File: config.mk
export PLATFORM = sky130hd
export DESIGN_NAME = ude_device_flat
export DESIGN_NICKNAME = d
export VERILOG_FILES = /design/src/rtl/ude_pkg.sv /design/src/rtl/ude_if.sv /design/src/rtl/ude_device.sv /design/src/flat_wrapper.sv
export SDC_FILE = /design/constraint.sdc
export NUM_CORES = 1
export LEC_CHECK = 0
export BUFFER_PORTS_ARGS = -buffer_cell sky130_fd_sc_hd__buf_2
export CAP_MARGIN = 40
export CORE_MARGIN = 4
export CORE_UTILIZATION = 50
export DETAILED_ROUTE_END_ITERATION = 12
export HOLD_SLACK_MARGIN = 0.02
export PLACE_DENSITY = 0.66
export SYNTH_ARGS = -nofsm -noshare
export SYNTH_HDL_FRONTEND = slang
export SYNTH_SLANG_ARGS = --single-unit
File: constraint.sdc
create_clock -name mclk -period 2.9 [get_ports mclk]
set_input_delay 0.435 -clock mclk [delete_from_list [all_inputs] [get_ports mclk]]
set_output_delay 0.435 -clock mclk [all_outputs]
set_load 0.02 [all_outputs]
File: src/rtl/ude_pkg.sv
// shared constants for the usb device event block and its controller
package ude_pkg;
	localparam int NUM_EP       = 5;
	localparam int MAX_PKT      = 64;
	localparam int CNT_W        = 7;
	localparam int IDLE_W       = 18;
	localparam int MCLK_MHZ     = 40;
	// line timing, figures in their own units
	localparam int SE0_NS       = 2500;
	localparam int SUSP_US      = 3000;
	localparam int STOP_US      = 2000;
	localparam int SE0_CYC      = (SE0_NS * MCLK_MHZ + 999) / 1000;
	localparam int SUSP_CYC     = SUSP_US * MCLK_MHZ;
	localparam int STOP_CYC     = STOP_US * MCLK_MHZ;
	// device register indices (endpoint_status_reg 0..4, endpoint_transmit_queue 9..13)
	localparam logic [3:0] REG_EPSTAT0 = 4'h0;
	localparam logic [3:0] REG_CONFIG  = 4'h5;
	localparam logic [3:0] REG_INTEN1  = 4'h6;
	localparam logic [3:0] REG_INTST2  = 4'h7;
	localparam logic [3:0] REG_INTEN2  = 4'h8;
	localparam logic [3:0] REG_TXQ0    = 4'h9;
	// field positions
	localparam int EPSTAT_TXRDY = 1;
	localparam int CFG_BULK4    = 5;
	localparam int CFG_BULK5    = 6;
	localparam int ST2_SOF      = 0;
	localparam int ST2_RSTA     = 1;
	localparam int ST2_RSTR     = 2;
	localparam int ST2_SUSP     = 3;
	// controller apb offsets
	localparam logic [7:0] APB_CMD  = 8'h00;
	localparam logic [7:0] APB_STAT = 8'h04;
	localparam logic [7:0] APB_IRQ  = 8'h08;
	localparam logic [7:0] APB_MASK = 8'h0C;
	localparam int CMD_WRITE    = 16;
	localparam int IRQ_DONE     = 0;
	localparam int IRQ_DEVPIN   = 1;
endpackage

File: src/rtl/ude_if.sv
// local register port between the device and its controller
`timescale 1ns/1ps
`default_nettype none
interface ude_if;
	logic       regSel;
	logic       regWr;
	logic [3:0] regAddr;
	logic [7:0] regWdata;
	logic [7:0] regRdata;
	logic       interruptRequestPin;
	modport dev (input regSel, regWr, regAddr, regWdata, output regRdata, interruptRequestPin);
	modport ctl (output regSel, regWr, regAddr, regWdata, input regRdata, interruptRequestPin);
endinterface
`default_nettype wire

File: src/rtl/ude_device.sv
// usb device event and interrupt logic with its local register port
//
// Our own choices: the register addresses and register access over APB.
`timescale 1ns/1ps
`default_nettype none
module ude_device #(
	parameter int SUSP_CYC = ude_pkg::SUSP_CYC,
	parameter int STOP_CYC = ude_pkg::STOP_CYC
) (
	input  wire logic                        mclk,     // 40 MHz clock
	input  wire logic                        rst_b,    // async reset, low
	ude_if.dev                               link,     // register port to controller
	input  wire logic                        dpPin,    // D+ line
	input  wire logic                        dmPin,    // D- line
	input  wire logic                        sofDet,   // start-of-frame seen, pulse
	input  wire logic [ude_pkg::NUM_EP-1:0]  inToken,  // IN token per endpoint, pulse
	input  wire logic [ude_pkg::NUM_EP-1:0]  hostAck,  // host ACK per endpoint, pulse
	output logic      [ude_pkg::NUM_EP-1:0]  txStart,  // send armed packet, pulse
	output logic                             txShort,  // started packet is short
	output logic      [ude_pkg::CNT_W-1:0]   txLen,    // byte count of started packet
	output logic                             oscStop   // oscillator stop request
);
	localparam int N = ude_pkg::NUM_EP;
	localparam int W = ude_pkg::CNT_W;
	localparam int IDLE_W = ude_pkg::IDLE_W;
	localparam logic [7:0] SE0_LIM = 8'(ude_pkg::SE0_CYC);

	// ******************************
	// line sampling
	// ******************************
	logic dpS1_q, dpS2_q, dmS1_q, dmS2_q;
	always_ff @(posedge mclk or negedge rst_b) begin
		if (!rst_b) begin
			dpS1_q <= 1'b0;
			dpS2_q <= 1'b0;
			dmS1_q <= 1'b0;
			dmS2_q <= 1'b0;
		end else begin
			dpS1_q <= dpPin;
			dpS2_q <= dpS1_q;
			dmS1_q <= dmPin;
			dmS2_q <= dmS1_q;
		end
	end
	logic lineSe0, lineJ;
	assign lineSe0 = !dpS2_q && !dmS2_q;
	assign lineJ   = dpS2_q && !dmS2_q;

	// ******************************
	// registers and bus decode
	// ******************************
	logic [N-1:0] txDir_q, txDir_d, inten1_q, inten1_d;
	logic [1:0]   bulk_q, bulk_d;
	logic [3:0]   st2_q, st2_d, inten2_q, inten2_d, evt;
	logic [7:0]   rdata_q, rdata_d;
	logic         irq_q, irq_d;
	logic         wrEn;
	logic [N-1:0] txRdy_q, txRdy_d, sent_q, sent_d, elig, armWr, qWr, txStart_d;
	logic [W-1:0] qCnt_q [N];
	logic [W-1:0] qCnt_d [N];
	logic         txShort_d;
	logic [W-1:0] txLen_d;
	assign wrEn = link.regSel && link.regWr;

	// ******************************
	// transmit endpoints
	// ******************************
	genvar g;
	generate
		for (g = 0; g < N; g++) begin : gEp
			if (g < 3) begin : gGen
				assign elig[g] = txDir_q[g];
			end else begin : gIso
				assign elig[g] = txDir_q[g] && bulk_q[g-3];
			end
			assign armWr[g] = wrEn && link.regAddr == ude_pkg::REG_EPSTAT0 + 4'(g)
				&& link.regWdata[ude_pkg::EPSTAT_TXRDY];
			assign qWr[g] = wrEn && link.regAddr == ude_pkg::REG_TXQ0 + 4'(g);
			always_comb begin
				txRdy_d[g]   = txRdy_q[g];
				sent_d[g]    = sent_q[g];
				qCnt_d[g]    = qCnt_q[g];
				txStart_d[g] = 1'b0;
				// one packet is loaded, then armed; bytes past a full packet are dropped
				if (qWr[g] && qCnt_q[g] < W'(ude_pkg::MAX_PKT))
					qCnt_d[g] = qCnt_q[g] + W'(1);
				if (inToken[g] && txRdy_q[g] && elig[g] && !sent_q[g]) begin
					txStart_d[g] = 1'b1;
					sent_d[g]    = 1'b1;
				end
				// queue frees only after the host acked what was sent
				if (hostAck[g] && sent_q[g]) begin
					txRdy_d[g] = 1'b0;
					sent_d[g]  = 1'b0;
					qCnt_d[g]  = '0;
				end
				if (armWr[g])
					txRdy_d[g] = 1'b1;
			end
			always_ff @(posedge mclk or negedge rst_b) begin
				if (!rst_b) begin
					txRdy_q[g] <= 1'b0;
					sent_q[g]  <= 1'b0;
					qCnt_q[g]  <= '0;
				end else begin
					txRdy_q[g] <= txRdy_d[g];
					sent_q[g]  <= sent_d[g];
					qCnt_q[g]  <= qCnt_d[g];
				end
			end
		end
	endgenerate

	always_comb begin
		txShort_d = 1'b0;
		txLen_d   = '0;
		for (int i = 0; i < N; i++) begin
			if (txStart_d[i]) begin
				txLen_d   = qCnt_q[i];
				txShort_d = qCnt_q[i] < W'(ude_pkg::MAX_PKT);
			end
		end
	end

	// ******************************
	// bus reset and suspend detection
	// ******************************
	logic [7:0]        se0Cnt_q, se0Cnt_d;
	logic              longSe0_q, longSe0_d;
	logic [IDLE_W-1:0] idleCnt_q, idleCnt_d;
	logic              osc_q, osc_d;
	always_comb begin
		se0Cnt_d  = lineSe0 ? se0Cnt_q : 8'h00;
		longSe0_d = longSe0_q;
		idleCnt_d = lineJ ? idleCnt_q : '0;
		osc_d     = osc_q && lineJ;
		evt       = 4'h0;
		evt[ude_pkg::ST2_SOF] = sofDet;
		if (lineSe0 && se0Cnt_q < SE0_LIM)
			se0Cnt_d = se0Cnt_q + 8'h01;
		if (lineSe0 && se0Cnt_q == SE0_LIM - 8'h01) begin
			evt[ude_pkg::ST2_RSTA] = 1'b1;
			longSe0_d = 1'b1;
		end
		if (!lineSe0) begin
			longSe0_d = 1'b0;
			evt[ude_pkg::ST2_RSTR] = longSe0_q && lineJ;
		end
		if (lineJ && idleCnt_q < IDLE_W'(SUSP_CYC + STOP_CYC))
			idleCnt_d = idleCnt_q + IDLE_W'(1);
		if (lineJ && idleCnt_q == IDLE_W'(SUSP_CYC - 1))
			evt[ude_pkg::ST2_SUSP] = 1'b1;
		// oscillator stays stopped until the line leaves idle
		if (lineJ && idleCnt_q == IDLE_W'(SUSP_CYC + STOP_CYC - 1))
			osc_d = 1'b1;
	end

	// ******************************
	// register file
	// ******************************
	always_comb begin
		txDir_d  = txDir_q;
		bulk_d   = bulk_q;
		inten1_d = inten1_q;
		inten2_d = inten2_q;
		st2_d    = st2_q;
		rdata_d  = 8'h00;
		if (wrEn) begin
			case (link.regAddr)
				ude_pkg::REG_CONFIG: begin
					txDir_d = link.regWdata[N-1:0];
					bulk_d  = {link.regWdata[ude_pkg::CFG_BULK5], link.regWdata[ude_pkg::CFG_BULK4]};
				end
				ude_pkg::REG_INTEN1: inten1_d = link.regWdata[N-1:0];
				ude_pkg::REG_INTEN2: inten2_d = link.regWdata[3:0];
				ude_pkg::REG_INTST2: st2_d = st2_q & ~link.regWdata[3:0];
				default: ;
			endcase
		end
		// a new event in the clearing cycle is kept
		st2_d = st2_d | evt;
		if (link.regSel && !link.regWr) begin
			case (link.regAddr)
				ude_pkg::REG_CONFIG: rdata_d = {1'b0, bulk_q, txDir_q};
				ude_pkg::REG_INTEN1: rdata_d = {3'h0, inten1_q};
				ude_pkg::REG_INTEN2: rdata_d = {4'h0, inten2_q};
				ude_pkg::REG_INTST2: rdata_d = {4'h0, st2_q};
				default: begin
					for (int i = 0; i < N; i++) begin
						if (link.regAddr == ude_pkg::REG_EPSTAT0 + 4'(i))
							rdata_d = {6'h00, txRdy_q[i], 1'b0};
						if (link.regAddr == ude_pkg::REG_TXQ0 + 4'(i))
							rdata_d = {1'b0, qCnt_q[i]};
					end
				end
			endcase
		end
		// next values are used so arming drops the pin on the same edge
		irq_d = |(elig & ~txRdy_d & inten1_q) || |(st2_d & inten2_q);
	end

	always_ff @(posedge mclk or negedge rst_b) begin
		if (!rst_b) begin
			txDir_q   <= '0;
			bulk_q    <= 2'h0;
			inten1_q  <= '0;
			inten2_q  <= 4'h0;
			st2_q     <= 4'h0;
			rdata_q   <= 8'h00;
			irq_q     <= 1'b0;
			se0Cnt_q  <= 8'h00;
			longSe0_q <= 1'b0;
			idleCnt_q <= '0;
			osc_q     <= 1'b0;
			txStart   <= '0;
			txShort   <= 1'b0;
			txLen     <= '0;
		end else begin
			txDir_q   <= txDir_d;
			bulk_q    <= bulk_d;
			inten1_q  <= inten1_d;
			inten2_q  <= inten2_d;
			st2_q     <= st2_d;
			rdata_q   <= rdata_d;
			irq_q     <= irq_d;
			se0Cnt_q  <= se0Cnt_d;
			longSe0_q <= longSe0_d;
			idleCnt_q <= idleCnt_d;
			osc_q     <= osc_d;
			txStart   <= txStart_d;
			txShort   <= txShort_d;
			txLen     <= txLen_d;
		end
	end

	assign link.regRdata           = rdata_q;
	assign link.interruptRequestPin = irq_q;
	assign oscStop                 = osc_q;
endmodule
`default_nettype wire

File: src/flat_wrapper.sv
// flat-port wrapper written by rule: the top's interface ports become plain ports
module ude_device_flat 
#(
	parameter int SUSP_CYC = ude_pkg::SUSP_CYC,
	parameter int STOP_CYC = ude_pkg::STOP_CYC
)
  (mclk, rst_b, dpPin, dmPin, sofDet, inToken, hostAck, txStart, txShort, txLen, oscStop, link_regSel, link_regWr, link_regAddr, link_regWdata, link_regRdata, link_interruptRequestPin);
  ude_if link_i ();
  input  wire logic mclk;
  input  wire logic rst_b;
  input  wire logic dpPin;
  input  wire logic dmPin;
  input  wire logic sofDet;
  input  wire logic [ude_pkg::NUM_EP-1:0] inToken;
  input  wire logic [ude_pkg::NUM_EP-1:0] hostAck;
  output logic      [ude_pkg::NUM_EP-1:0] txStart;
  output logic txShort;
  output logic      [ude_pkg::CNT_W-1:0] txLen;
  output logic oscStop;
  input wire logic [$bits(link_i.regSel)-1:0] link_regSel;
  input wire logic [$bits(link_i.regWr)-1:0] link_regWr;
  input wire logic [$bits(link_i.regAddr)-1:0] link_regAddr;
  input wire logic [$bits(link_i.regWdata)-1:0] link_regWdata;
  output wire logic [$bits(link_i.regRdata)-1:0] link_regRdata;
  output wire logic [$bits(link_i.interruptRequestPin)-1:0] link_interruptRequestPin;
  assign link_i.regSel = link_regSel;
  assign link_i.regWr = link_regWr;
  assign link_i.regAddr = link_regAddr;
  assign link_i.regWdata = link_regWdata;
  assign link_regRdata = link_i.regRdata;
  assign link_interruptRequestPin = link_i.interruptRequestPin;
  ude_device #(.SUSP_CYC(SUSP_CYC), .STOP_CYC(STOP_CYC)) u_core (.mclk(mclk), .rst_b(rst_b), .link(link_i), .dpPin(dpPin), .dmPin(dmPin), .sofDet(sofDet), .inToken(inToken), .hostAck(hostAck), .txStart(txStart), .txShort(txShort), .txLen(txLen), .oscStop(oscStop));
endmodule
==> results of run 1 <==
[critical path, cell delays in order, from the launching register on]
cell      delay, ns
dfrtp_1        0.43
or4_1          0.60
o21bai_4       0.31
a21oi_1        0.27
nand2_1        0.12
mux2_2         0.28
[per-stage QoR]
step	worst slack, ns	std cells	cell area (um2)
global route	0.681	822	7120
global placement	0.626	789	6480
detailed placement	0.583	789	6480
finish	0.788	822	7120
CTS	0.811	822	7120
floorplan	1.05	617	6110
[power breakdown]
group / internal, mW / switching, mW / total (mW)
Clock: 1.48 / 0.719 / 2.20
Sequential: 1.84 / 0.222 / 2.06
Combinational: 0.255 / 0.358 / 0.613
Total: 3.57 / 1.30 / 4.87
[Yosys cell counts (all sizes together), types with 4 or more instances]
cell type and count:
mux2 21, o21ai 18, dfrtp 118, a22oi 10, inv 20, nor4 5
a31oi 8, mux2i 8, and4 5, nor2b 7, clkbuf 25, and2 12
nor2 80, nand3 17, xnor2 23, a211oi 8, a221o 7, and3 8
nor3 8, ha 7, nand2b 10, nand4 22, buf 7, o211ai 9
a31o 4, a21oi 30, a221oi 4, nand2 42, xor2 20, o22ai 7
[sequential cells by signal, indices dropped and copies added (netlist names)]
| register | count |
|---|---|
| u_core.longSe0_q | 1 |
| u_core.txDir_q | 5 |
| u_core.link.interruptRequestPin | 1 |
| u_core.sent_q | 5 |
| u_core.dpS1_q | 1 |
| u_core.st2_q | 4 |
| u_core.txLen | 7 |
| u_core.dpS2_q | 1 |
| u_core.oscStop | 1 |
| u_core.txRdy_q | 5 |
| u_core.txShort | 1 |
| u_core.inten1_q | 5 |
| u_core.txStart | 5 |
| u_core.dmS1_q | 1 |
| u_core.link.regRdata | 7 |
| u_core.inten2_q | 4 |
| u_core.qCnt_q | 35 |
| u_core.se0Cnt_q | 8 |
| u_core.idleCnt_q | 18 |
| u_core.bulk_q | 2 |
| u_core.dmS2_q | 1 |
[routing by layer]
| metal | up-vias | GRT usage (%) |
|---|---|---|
| met5 | - | 0 |
| met4 | 0 | 8.40 |
| met3 | 21 | 5.60 |
| met2 | 161 | 34.8 |
| met1 | 2440 | 32.2 |
| li1 | 2317 | - |
[worst paths after layout]
check / from / slack (ns) / cells past startpoint / end
setup / recovery: u_core.idleCnt_q[14] / 0.79 / 5 / u_core.idleCnt_q[8]
hold / removal: dpPin / 0.13 / 1 / u_core.dpS1_q
setup reg to reg: u_core.idleCnt_q[14] / 0.79 / 5 / u_core.idleCnt_q[8]
hold reg to reg: u_core.dmS1_q / 0.36 / 0 / u_core.dmS2_q
max in group asynchronous: rst_b / 1.78 / 3 / u_core.txLen[3]
min in group asynchronous: rst_b / 0.40 / 2 / u_core.idleCnt_q[5]
[repair_timing]
item	in CTS	in global routing
gates resized for setup	0	0
endpoints found under the hold margin	10	0
hold buffers	1	0
buffers inserted	0	0
[kinds of logic after synthesis]
kind of cell | after synthesis | synth area share (%)
adder cells (fa/ha/maj) | 7 | 1.43
multiplexers | 29 | 5.18
AO/OA/AOI/OAI | 132 | 15.7
other | 1 | 0.0614
buffers and inverters | 54 | 3.56
XOR/XNOR | 43 | 6.16
AND/OR/NAND/NOR | 233 | 19.5
flip-flops | 118 | 48.3
[area by class of cell]
type                       count  area (um2)
clock inverter                 8         118
tap                          147         184
timing repair buffer          58         330
clock buffer                  24         512
fill                        1040        4890
sequential                   118        2950
inverter                      22        82.6
multi-input combinational    445        2940
[cell usage in the layout, fill, tap and decap left out, types with 18 or more instances in the layout]
cell type / count
a21oi_1: 30
buf_2: 48
dfrtp_1: 118
inv_1: 20
mux2_2: 21
nand2_1: 42
nand4_1: 22
nor2_1: 80
o21ai_0: 18
xnor2_1: 23
xor2_1: 20
==> summary.txt, run 1 <==
Timing
  • Final Hold Viols: 0
  • Fin crit share: 72.8%
  • Fmax: 473 MHz
  • Final setup fails: 0
  • Worst hold slack: 0.128 ns
  • Crit path time final: 2.11 ns
  • Slew HR: 47.7%
  • RSZ-0062 raised after global routing: false
  • Setup TNS: 0 ns
  • Setup Skew: 0.0132 ns
  • Max-slew violations: 0
  • Worst Tran Pin Value: 0.784 ns

Global route
  • Largest net degree at the start of global routing: 69
  • First-pass GRT wire length: 25,700 um
  • Vias in the first global route: 4,943
  • Total track usage: 23.0%
  • Initial antenna violation count: 0
  • Global route overflow: 0

Pwr
  • Total power: 4.87 mW
  • Worst IR Drop VDD: 0.000421 V
  • Leakage power: 3.22 nW
  • Power density over the cells: 684 nW/um2

Logic synthesis
  • Synth Cell Area: 6110 um2
  • EDFF count, synth: 0
  • Top post-synthesis cells by area: dfrtp_1 48%, nor2_1 4.9%, mux2_2 3.9%
  • Avg Inst Size Synth: 9.90 um2
  • FFs w/ async S/R, synth: 100%
  • Share of the synthesized area in the top cell type: 48.3%
  • Count of warnings emitted by yosys: 0
  • Synth Flop Type: dfrtp_1
  • Area leader, netlist: dfrtp_1
  • #FFs+latches synth: 118
  • Part of the Yosys area used for sequential elements: 48.3%
  • Syn Inst Count: 617
  • Synth cell types: 66
  • Syn_nets: 653

Detailed routing
  • First-pass DRT Iterations: 5
  • WL final: 15,500 um
  • Met3 routed WL: 845 um
  • Drt wl/cell: 18.8 um
  • Wl on met1: 7190 um
  • DRC viols: 0
  • DR WL met2: 7210 um
  • Final antenna-violating net count: 0
  • Vias: 4,939
  • Top sig layer: met4
  • DR vias/cell: 6.01
  • Iter 0 DRT Violations: 427

Worst setup path
  • Maximum fanout along the worst path: 15
  • WP data required: 3.20 ns
  • Crit path DAT: 2.41 ns
  • Element type at the critical path start: flip-flop
  • Setup CP Type: reg2reg
  • Crit end category: flip-flop

CTS
  • Skew-Pair Late Insertion Delay: 0.42 ns
  • Clock Path Buffers: 2
  • H-tree levels: 4
  • Reg clk slew, reported paths: 0.05 ns
  • CTS Sinks: 118
  • Root buffer cell: clkbuf_16
  • Num CTS Buffers: 17
  • CTS tree: yes

Floorplanning
  • Die height: 119 um
  • Die ar.: 14,100 um2
  • Placeable Area: 12,000 um2
  • Floorplan row count: 40
  • IO Pins: 52
  • Initial Util: 50.9%
  • Die Span X: 119 um

Layout
  • Fin nets: 698
  • Finished Core Util: 59.3%
  • Layout cells sized above 1: 18.7%
  • Antenna cells: 0
  • Synthesis-to-finish area growth: 16.5%

Run
  • Max Cap Viol: 0

Placed design
  • Post-DP HPWL: 11,100 um
  • PortBufs: 49
  • Final Wtd Congestion: 0.886

Hold path
  • Worst hold path class: in2reg

Outcome
  • Status: finished, final reports clean
Note: power is estimated with default switching activity, not from simulation.
==> run 2, diff against run 1 <==
--- a/config.mk
+++ b/config.mk
@@ -11,7 +11,7 @@
 export CORE_UTILIZATION = 50
 export DETAILED_ROUTE_END_ITERATION = 12
 export HOLD_SLACK_MARGIN = 0.02
-export PLACE_DENSITY = 0.66
+export PLACE_DENSITY = 0.68
 export SYNTH_ARGS = -nofsm -noshare
 export SYNTH_HDL_FRONTEND = slang
 export SYNTH_SLANG_ARGS = --single-unit
==> constraint.sdc (replaced) <==
create_clock -name mclk -period 1.86 [get_ports mclk]
set_input_delay 0.279 -clock mclk [delete_from_list [all_inputs] [get_ports mclk]]
set_output_delay 0.279 -clock mclk [all_outputs]
set_load 0.02 [all_outputs]
==> run 2 against run 1 <==
  * Cell count rose by 5.4%
  * Via count rose by 4.1%
  * Register-to-register slack got worse by 0.73 ns
  * Final area rose by 6.1%
  * Clock skew fell by 0.0031 ns
  * Power rose by 61%
  * Die area did not move
  * Critical path type unchanged
  * Combinational power rose by 68%
  * First-iteration DRC count rose by 0.23%
  * Clock-buffer cell count fell by 1
==> summary.txt, run 2 (same netlist as run 1, synthesis figures left out) <==
Detailed routing
  • WL final: 15,900 um
  • Wl on met1: 7300 um
  • Met3 routed WL: 1060 um
  • Iter 0 DRT Violations: 428
  • Vias: 5,142
  • DR vias/cell: 5.94
  • Final antenna-violating net count: 0
  • Top sig layer: met4
  • Drt wl/cell: 18.4 um
  • DRC viols: 0
  • First-pass DRT Iterations: 5
  • DR WL met2: 7220 um

Placed design
  • PortBufs: 49
  • Final Wtd Congestion: 0.951
  • Post-Place Cells: 830
  • Setup WS pre-CTS: -0.120 ns
  • Placement Cell Area: 6810 um2
  • Post-DP HPWL: 11,700 um

Floorplanning
  • IO Pins: 52
  • Floorplan row count: 40
  • Placeable Area: 12,000 um2
  • Die Span X: 119 um
  • Die ar.: 14,100 um2
  • Die height: 119 um
  • Initial Util: 50.9%

Global route
  • Total track usage: 23.6%
  • First-pass GRT wire length: 26,300 um
  • Initial antenna violation count: 0
  • Vias in the first global route: 5,071
  • Global route overflow: 0
  • Largest net degree at the start of global routing: 44

Layout
  • Fin nets: 742
  • Non-Filler Instances: 866
  • Commonest non-fill, non-tap cell in the layout: dfrtp_1
  • Finished Core Util: 62.9%
  • Layout cells sized above 1: 24.2%
  • Design Area, Final: 7550 um2
  • Synthesis-to-finish area growth: 23.6%
  • Max reg flops: 35
  • Commonest non-fill, non-tap cells in the layout: 118 x dfrtp_1, 80 x nor2_1, 48 x buf_2
  • Largest regs: u_core.qCnt_q (35), u_core.idleCnt_q (18), u_core.se0Cnt_q (8)
  • Most flops, register: u_core.qCnt_q
  • Antenna cells: 0

Pwr
  • Total power: 7.85 mW
  • Leakage power: 3.46 nW
  • Int Pwr: 5.81 mW
  • Flop pwr share: 40.6%
  • Clock power share: 46.3%
  • Comb pwr share: 13.1%
  • Power density over the cells: 1040 nW/um2
  • Sw Ratio: 26.0%
  • Sw Pwr: 2.04 mW
  • Worst IR Drop VDD: 0.000667 V

Timing
  • Final setup fails: 0
  • Final worst slack: 0.0572 ns
  • Setup TNS: 0 ns
  • Setup Skew: 0.0100 ns
  • Final Hold Viols: 0
  • Crit path time final: 1.80 ns
  • Fin crit share: 96.9%
  • RSZ-0062 raised after global routing: true
  • Worst hold slack: 0.0467 ns
  • Max-slew violations: 0
  • Fmax: 555 MHz

CTS
  • Reg clk slew, reported paths: 0.05 ns
  • Post-CTS setup buffer count: 0
  • Root buffer cell: clkbuf_16
  • Skew-Pair Late Insertion Delay: 0.42 ns
  • Clock Path Buffers: 2
  • CTS Sinks: 118
  • Num CTS Buffers: 17
  • H-tree levels: 4
  • CTS tree: yes

Worst setup path
  • Setup CP Type: reg2reg
  • Element type at the critical path start: flip-flop
  • Maximum fanout along the worst path: 6
  • WP data required: 2.17 ns
  • Reg2reg setup slack: 0.06 ns
  • Crit path DAT: 2.11 ns
  • Crit end category: flip-flop

Hold path
  • Worst hold path class: in2reg

Outcome
  • Status: finished, final reports clean

Run
  • Max Cap Viol: 0
-- run 2: worst paths after layout --
check	start	cells past startpoint	endpoint
min	hostAck[4]	2	u_core.sent_q[4]
min in group asynchronous	rst_b	2	u_core.qCnt_q[11]
min reg2reg	u_core.dmS1_q	0	u_core.dmS2_q
max reg2reg	u_core.idleCnt_q[14]	5	u_core.idleCnt_q[8]
max	u_core.idleCnt_q[14]	5	u_core.idleCnt_q[8]
max in group asynchronous	rst_b	3	u_core.idleCnt_q[17]
-- run 2: repair_timing --
| action | in CTS | in global routing |
|---|---|---|
| hold buffers | 3 | 0 |
| hold endpoints to repair | 44 | 0 |
| resized for setup | 2 | 8 |
| pin swaps | 0 | 2 |
| setup endpoints to repair | 5 | 15 |
| cloned | 1 | 0 |
-- run 2: power groups by stage --
stage	logic, mW	registers (mW)	clock network (mW)
after detailed placement	1.02	3.22	0
after CTS	1.03	3.18	3.69
after global placement	0.991	3.21	0
after floorplan	0.599	3.17	0
final	1.03	3.18	3.64
after global routing	1.14	3.22	3.82
-- run 2: final cells by class --
cell class              count  area [um2]
fillers                   982        4460
multi-input cells         446        2990
flip-flops and latches    118        2950
repair buffers            101         687
clock buffers              23         488
well taps                 147         184
clock inverters             9         170
inverters                  22        82.6
-- run 2: per-layer routing --
metal	vias to the layer above	GRT usage (%)
met3	27	6.56
met4	0	7.60
met5	-	0
li1	2402	-
met1	2538	33.1
met2	175	35.4
-- run 2: worst max-delay path, stage by stage (launching register included) --
cell and delay (ns):
dfrtp_1 0.37, or4_4 0.55, o21bai_4 0.24, a21oi_2 0.18
nand2_1 0.08, mux2_2 0.27
